<file path="src/rtl/pps_pkg.sv">
package pps_pkg;
    // Register file and peripheral addresses.
    localparam logic [6:0] RF_PIN_MODE_ADDR = 7'h13;
    localparam logic [6:0] PA_CLOCK_PORT_ADDR = 7'h20;
    // Field positions of pin_mode_select.
    localparam int PM_CLOCK_PIN_BIT = 0;
    localparam int PM_CONV_LSB = 1;
    localparam int NUM_CONV_PINS = 3;
    // Field positions of clock_port_setting.
    localparam int SET_MODE_BIT = 0;
    localparam int SET_X_LSB = 2;
    // Reset values.
    localparam logic [3:0] PIN_MODE_RST = 4'h0;
    localparam logic [7:0] SETTING_RST = 8'h00;
    // Timing: basic clock of the port derived from the system clock.
    localparam int CLK_HZ = 250_000_000;
    localparam int PORT_BASE_HZ = 18_000;
    localparam int BASE_DIV_CYC = CLK_HZ / PORT_BASE_HZ;
    // Waveform constants.
    localparam logic [6:0] VDP_LAST_COUNT = 7'd66;
    localparam logic [6:0] PORT_OFFSET = 7'd2;

    typedef struct packed {
        logic [3:0] pmode;
        logic [7:0] setting;
        logic [15:0] div;
        logic [6:0] cnt;
        logic sg_q;
        logic [2:0] conv;
        logic cgp_pin;
        logic [3:0] rf_rdata;
        logic [7:0] pa_rdata;
    } pps_state_t;

    typedef struct packed {
        logic [6:0] addr;
        logic wr;
        logic [7:0] wdata;
    } pps_req_t;
endpackage

</file>
<file path="src/rtl/pps_pin_select.sv">
`timescale 1ns/1ps
// Summary of operation
// - Power-on reset makes all three converter pins general-purpose outputs.
// - Converter duty registers need no initialisation at power-on reset.
// - Clock stop returns converter pins to general-purpose, driving the latch.
// - Clock stop leaves every duty data register unchanged.
// - CE reset and halt keep pin states; converter pins keep pulsing.
// - Clock port offers variable-duty and variable-frequency output modes.
// - Variable-duty mode has 64 duty settings.
// - Variable-frequency mode has 64 frequency settings.
// - Clock port and frequency counter never run at the same time.
// - Clock pin select: 0 general-purpose output, 1 clock port output while clock_port_en is 1, else the latch.
// - Pin-mode register holds one select bit per converter pin.
// - Pin-mode register is read/write at register-file address 13H.
// - Clock port setting is loaded at peripheral address 20H.
// - A basic clock of 18 kHz drives both port modes.
// - Duty mode: high while count below x plus 2, period 67 counts.
// - Frequency mode: square wave at 18/(2(x+2)) kHz, 50% duty.
// - Counter mode register at 12H chooses clock port or counter use.
// - Converter select bit: 0 general-purpose output, 1 converter output.
module pps_pin_select
    import pps_pkg::*;
#(
    parameter int BASE_DIV = BASE_DIV_CYC
) (
    // Clock and power-on reset.
    input wire logic mclk,
    input wire logic sys_rst,
    // Standby events from the controller.
    input wire logic clk_stop,
    input wire logic ce_reset,
    input wire logic halt,
    // Register file port.
    input wire pps_req_t rf_req,
    output logic [3:0] rf_rdata,
    // Peripheral port through the data buffer.
    input wire pps_req_t pa_req,
    output logic [7:0] pa_rdata,
    // Counter use chosen by the counter mode register, 1 for clock port.
    input wire logic clock_port_en,
    // Port output latches and converter waveforms.
    input wire logic [3:0] port_latch,
    input wire logic [2:0] conv_pwm,
    // Pins.
    output logic [2:0] conv_out,
    output logic clock_port_pin
);
    // The basic tick must leave at least two idle cycles between ticks.
    if (BASE_DIV < 3 || BASE_DIV > 65535) begin : g_chk
        $error("BASE_DIV must lie between 3 and 65535");
    end

    localparam logic [15:0] DIV_LAST = 16'(BASE_DIV - 1);

    pps_state_t s_r;
    pps_state_t s_nxt;
    logic tick;
    logic sg_mode;
    logic [6:0] x_val;
    logic [6:0] limit;
    logic wave;

    assign tick = (s_r.div == DIV_LAST);
    assign sg_mode = s_r.setting[SET_MODE_BIT];
    assign x_val = {1'b0, s_r.setting[SET_X_LSB +: 6]};
    assign limit = sg_mode ? x_val + PORT_OFFSET - 7'd1 : VDP_LAST_COUNT;
    // Duty mode compares the count, frequency mode uses the sg_q toggle.
    assign wave = sg_mode ? s_r.sg_q : (s_r.cnt < x_val + PORT_OFFSET);

    always_comb begin
        s_nxt = s_r;
        // Ignoring ce_reset and halt here keeps every pin and waveform going.
        if (rf_req.wr && rf_req.addr == RF_PIN_MODE_ADDR) begin
            s_nxt.pmode = rf_req.wdata[3:0];
        end
        if (pa_req.wr && pa_req.addr == PA_CLOCK_PORT_ADDR && !clk_stop) begin
            s_nxt.setting = pa_req.wdata;
        end
        if (clk_stop) begin
            s_nxt.pmode = PIN_MODE_RST;
        end
        s_nxt.div = tick ? 16'h0000 : s_r.div + 16'h0001;
        if (!clock_port_en) begin
            s_nxt.cnt = 7'h00;
            s_nxt.sg_q = 1'b0;
        end else if (tick) begin
            if (s_r.cnt >= limit) begin
                s_nxt.cnt = 7'h00;
                s_nxt.sg_q = ~s_r.sg_q;
            end else begin
                s_nxt.cnt = s_r.cnt + 7'd1;
            end
        end
        for (int i = 0; i < NUM_CONV_PINS; i++) begin
            s_nxt.conv[i] = s_r.pmode[PM_CONV_LSB + i] ? conv_pwm[i]
                : port_latch[PM_CONV_LSB + i];
        end
        s_nxt.cgp_pin = (s_r.pmode[PM_CLOCK_PIN_BIT] && clock_port_en)
            ? wave : port_latch[0];
        s_nxt.rf_rdata = (rf_req.addr == RF_PIN_MODE_ADDR) ? s_r.pmode
            : 4'h0;
        s_nxt.pa_rdata = (pa_req.addr == PA_CLOCK_PORT_ADDR) ? s_r.setting
            : 8'h00;
    end

    always_ff @(posedge mclk) begin
        if (sys_rst) begin
            s_r.pmode <= PIN_MODE_RST;
            s_r.setting <= SETTING_RST;
            s_r.div <= 16'h0000;
            s_r.cnt <= 7'h00;
            s_r.sg_q <= 1'b0;
            s_r.conv <= 3'h0;
            s_r.cgp_pin <= 1'b0;
            s_r.rf_rdata <= 4'h0;
            s_r.pa_rdata <= 8'h00;
        end else begin
            s_r <= s_nxt;
        end
    end

    assign conv_out = s_r.conv;
    assign clock_port_pin = s_r.cgp_pin;
    assign rf_rdata = s_r.rf_rdata;
    assign pa_rdata = s_r.pa_rdata;

    property p_por_mode;
        @(posedge mclk) sys_rst |=> s_r.pmode == 4'h0;
    endproperty
    a_por_mode: assert property (p_por_mode) else $error("mode not cleared");

    property p_stop;
        @(posedge mclk) disable iff (sys_rst)
            clk_stop |=> s_r.pmode == 4'h0 && $stable(s_r.setting);
    endproperty
    a_stop: assert property (p_stop) else $error("clock stop wrong");

    property p_standby;
        @(posedge mclk) disable iff (sys_rst)
            (ce_reset || halt) && !rf_req.wr && !clk_stop
            |=> $stable(s_r.pmode);
    endproperty
    a_standby: assert property (p_standby) else $error("standby lost mode");

    property p_gp_pin;
        @(posedge mclk) disable iff (sys_rst)
            !s_r.pmode[0] |=> clock_port_pin == $past(port_latch[0]);
    endproperty
    a_gp_pin: assert property (p_gp_pin) else $error("clock pin not latch");

    property p_conv_sel;
        @(posedge mclk) disable iff (sys_rst)
            s_r.pmode[1] |=> conv_out[0] == $past(conv_pwm[0]);
    endproperty
    a_conv_sel: assert property (p_conv_sel) else $error("conv pin wrong");

    property p_vdp;
        @(posedge mclk) disable iff (sys_rst)
            s_r.pmode[0] && clock_port_en && !sg_mode
            |=> clock_port_pin == $past(s_r.cnt < x_val + 7'd2);
    endproperty
    a_vdp: assert property (p_vdp) else $error("duty output wrong");

    property p_vdp_wrap;
        @(posedge mclk) disable iff (sys_rst)
            clock_port_en && !sg_mode && tick && s_r.cnt == 7'd66
            |=> s_r.cnt == 7'd0;
    endproperty
    a_vdp_wrap: assert property (p_vdp_wrap) else $error("period not 67");

    property p_sg;
        @(posedge mclk) disable iff (sys_rst)
            clock_port_en && sg_mode && tick && s_r.cnt == x_val + 7'd1
            |=> s_r.sg_q != $past(s_r.sg_q) && s_r.cnt == 7'd0;
    endproperty
    a_sg: assert property (p_sg) else $error("frequency divide wrong");

    property p_share;
        @(posedge mclk) disable iff (sys_rst)
            !clock_port_en |=> s_r.cnt == 7'd0 && !s_r.sg_q;
    endproperty
    a_share: assert property (p_share) else $error("counter not released");

    property p_rf_wr;
        @(posedge mclk) disable iff (sys_rst)
            rf_req.wr && rf_req.addr == 7'h13 && !clk_stop
            |=> s_r.pmode == $past(rf_req.wdata[3:0]);
    endproperty
    a_rf_wr: assert property (p_rf_wr) else $error("mode write lost");

    property p_pa_wr;
        @(posedge mclk) disable iff (sys_rst)
            pa_req.wr && pa_req.addr == 7'h20 && !clk_stop
            |=> s_r.setting == $past(pa_req.wdata);
    endproperty
    a_pa_wr: assert property (p_pa_wr) else $error("setting write lost");

    property p_tick;
        @(posedge mclk) disable iff (sys_rst)
            tick |=> !tick [*2];
    endproperty
    a_tick: assert property (p_tick) else $error("basic clock too fast");

    c_vdp: cover property (@(posedge mclk) disable iff (sys_rst)
        s_r.pmode[0] && clock_port_en && !sg_mode && tick);
    c_sg: cover property (@(posedge mclk) disable iff (sys_rst)
        s_r.pmode[0] && sg_mode && tick && s_r.cnt == 7'd0);
    c_stop: cover property (@(posedge mclk) disable iff (sys_rst)
        clk_stop && s_r.pmode != 4'h0);
endmodule // pps_pin_select

</file>
<file path="config.mk">
export PLATFORM = sky130hd
export DESIGN_NAME = pps_pin_select
export DESIGN_NICKNAME = d
export VERILOG_FILES = /design/src/rtl/pps_pkg.sv /design/src/rtl/pps_pin_select.sv
export SDC_FILE = /design/constraint.sdc
export NUM_CORES = 1
export LEC_CHECK = 0
export ABC_CLOCK_PERIOD_IN_PS = 2400
export BUFFER_PORTS_ARGS = -buffer_cell sky130_fd_sc_hd__buf_4
export CAP_MARGIN = 20
export CORE_UTILIZATION = 49
export DETAILED_ROUTE_END_ITERATION = 12
export PLACE_DENSITY = 0.76
export RECOVER_POWER = 50
export SYNTH_ARGS = -nofsm -noshare
export SYNTH_HDL_FRONTEND = slang
export SYNTH_SLANG_ARGS = --single-unit
</file>
<file path="constraint.sdc">
create_clock -name mclk -period 2.4 [get_ports mclk]
set_input_delay 0.48 -clock mclk [delete_from_list [all_inputs] [get_ports mclk]]
set_output_delay 0.48 -clock mclk [all_outputs]
set_load 0.02 [all_outputs]
</file>
==> results by group <==
Run status
  – Status: complete, but fails checks
  – Failing checks: setup timing

Routing
  – Avg WL per Cell: ~13 um
  – Post-DRT Antenna Nets: 0
  – WL final: between 5 and 6 mm
  – DRC viols: 0
  – First-pass DRT Iterations: 4
  – DR vias: around 2,200
  – Vias per cell: between 5 and 6
  – DR iter-0 viols: between 90 and 100

Worst setup path
  – CP dominant cell by count: ha_4
  – Critical path required time: roughly 2.7 ns
  – Crit-path cells: ha_4, xnor2_4, buf_6, nand3_2, xor2_1, nand2_1, ha_4, and4_1, a21oi_2, buf_4, or4_4, nand2_2
  – WS Path Type: flip-flop to flip-flop
  – Worst path slowest cell: or4_4
  – Launch point of the worst path: s_r[43]$_SDFFE_PP0P_
  – Reg-to-reg startpoint: s_r[43]$_SDFFE_PP0P_
  – CP Capture Type: flip-flop
  – CP max FO: 5
  – Data arrival, critical path: 2.72 ns
  – Startpoint Class: flip-flop
  – Slowest cell delay on critical path: 0.41 ns

Clocking
  – Clock Tree Root: clkbuf_8
  – H-tree depth: 2
  – Clock buffer depth: 2
  – Worst-skew pair later-pin latency: 0.31 ns
  – CTS buffer count: 5
  – Clock Sink Count: 52
  – Clk slew on worst S/H paths: approximately 0.1 ns
  – CTS tree: built

GRT
  – Number of antenna violations at the first check in global routing: 0
  – Overflow after GRT: 0
  – First-pass GRT wire length: approximately 9.3 mm
  – Vias in the first global route: around 2,100
  – Pin count of the biggest net entering global routing: 23
  – Gr usage total: 19.3%

Timing
  – Final worst slack: -0.0616 ns
  – Slew Viols, Final: 0
  – Hold WS: between 0.3 and 0.4 ns
  – Minimum clock period: 2.46 ns
  – Final setup vio count: 6
  – Slew margin rel.: ~53%
  – Final Skew: about 0.011 ns
  – RSZ-0062 raised after global routing: true
  – Final worst path period share: 103%
  – Final hold viol count: 0
  – Max Clock Freq: around 410 MHz
  – Tightest Pin Transition: a little over 0.7 ns

Die
  – Initial Util: 52.2%
  – CORE AREA: ~5300 um^2
  – Die height: a little under 80 um
  – Die width: 76.9 um
  – Ports: between 60 and 70
  – Die area: approximately 5900 um^2
  – # rows: 26

Synthesis
  – Sequential fraction of the synthesis area: a little under two fifths
  – Mapped Cells: about 290
  – Synth Register Bits: between 50 and 60
  – Synth cell types: 45
  – Synth warn: 0
  – Number of flops mapped to enable cells by yosys: 0
  – Synth top area cells: dfxtp_1, ha_1, mux2i_1
  – Synth top area share: roughly 38%
  – Asr flop ratio synth: 0%
  – Post-synthesis cell area: between 2000 and 3000 um^2
  – Yosys top cell by area: dfxtp_1
  – Syn nets: 354
  – Synth Flop Type: dfxtp_1
  – Syn avg cell area: 9.39 um^2

Run
  – Max_cap viols: 0

Layout
  – Commonest cells after routing, fill and taps aside: buf_4, dfxtp_1, nor2_1, clkbuf_1, nand2_1
  – Post-layout util: between 60% and 70%
  – Fill count: 459
  – Final net count: just over 400
  – Area growth syn-to-layout: 24.2%
  – Layout cells sized above 1: between 30% and 40%
  – Most common cell after layout, fill and taps aside: buf_4
  – Number of diodes: 0

Placement
  – Placer congestion estimate: approximately 0.81
  – DP HPWL: 3.87 mm
  – PortBufs: 54

Pwr
  – Cell Pwr Density: 466 nW/um^2
  – Static Leak: ~1.4 nW
  – Power after layout: roughly 1.6 mW
  – Peak supply drop: between 0.3 and 0.4 mV

Worst hold path
  – Min-delay src: clk_stop
  – Hold WC Path Type: primary input to flip-flop
## flip-flops by register name, summed over array words and instances (netlist names)
register        count
clock_port_pin      1
rf_rdata            4
pa_rdata            8
conv_out            3
s_r                36
## critical path: cells and delay by family (launching register included)
family / cells / cell delay, ns
AO/OA/AOI/OAI: 1 / 0.07
XOR/XNOR: 2 / 0.33
adder cells (fa/ha/maj): 2 / 0.48
buffers and inverters: 2 / 0.28
flip-flops: 1 / 0.38
AND/OR/NAND/NOR: 5 / 0.86
## synthesized netlist by cell type, types with 3 or more instances
library cell / instances
dfxtp_1: 52
a21oi_1: 5
xor2_1: 15
nor2_1: 22
and2_1: 13
o21ai_0: 6
nor2b_1: 5
a32o_1: 4
clkbuf_1: 6
xnor2_1: 6
buf_4: 15
buf_6: 3
and3_1: 8
and3_4: 3
ha_1: 16
nor3_1: 10
nor2_4: 8
nand2_1: 17
inv_1: 7
mux2i_1: 15
and4_1: 3
nand4_1: 4
nand3_1: 16
nor4_1: 5
## metal layers
layer / vias to the layer above / part of all wire [%] / track usage, %
li1: 1125 / - / -
met1: 1021 / 47 / 24.6
met2: 53 / 46 / 32.8
met3: 4 / 5.3 / 4.52
met4: 0 / 0.86 / 4.62
met5: - / 0 / 0
## kinds of logic (layout without fill, tap and decap cells)
logic type	after synthesis	count (layout)	share of synthesized area (%)
mux	15	15	5.46
xor+xnor	21	21	6.69
fa+ha+maj	16	16	7.28
flops	52	52	37.9
simple gates	126	126	26.8
buf+inv	33	91	7.96
compound gates	30	30	7.96
## worst paths after layout
path | end | slack [ns] | cells past startpoint
max reg2reg | s_r[16]$_SDFFE_PP0P_ | -0.06 | 12
max | s_r[16]$_SDFFE_PP0P_ | -0.06 | 12
min | s_r[50]$_SDFFE_PP0P_ | 0.38 | 2
min reg2reg | pa_rdata[1]$_SDFF_PP0_ | 0.47 | 1
## stage by stage
stage	TNS (ns)	instances	area [um^2]	setup slack [ns]
after floorplan	-0.000158	293	2770	-0.000158
after global placement	-0.717	409	3200	-0.151
after detailed placement	-0.980	409	3200	-0.187
after CTS	-0.168	421	3420	-0.0588
after global routing	-1.02	421	3420	-0.179
final	-0.150	421	3420	-0.0616
## timing repair
| action | CTS | global route |
|---|---|---|
| hold buffers | 0 | 0 |
| cloned | 1 | 0 |
| pin swaps | 12 | 11 |
| gates resized for setup | 17 | 14 |
| setup buffers | 3 | 0 |
| setup endpoints to repair | 8 | 8 |
| endpoints found under the hold margin | 0 | 0 |
## area by class of cell
class | count | area, um^2 | share of cell area (%)
Sequential cell | 52 | 1050 | 30.7
Clock buffer | 5 | 68.8 | 2.01
Multi-Input combinational cell | 208 | 1620 | 47.4
Timing Repair Buffer | 76 | 518 | 15.2
Inverter | 7 | 26.3 | 0.769
Clock inverter | 3 | 46.3 | 1.36
Tap cell | 70 | 87.6 | 2.56
## where the power goes
part	leakage [nW]	switching, mW	total [mW]	internal, mW
Clock	0.0548	0.305	0.620	0.315
Combinational	0.959	0.0441	0.0993	0.0552
Sequential	0.422	0.00582	0.874	0.868
Total	1.44	0.355	1.59	1.24
(Power assumes the default switching activity.)
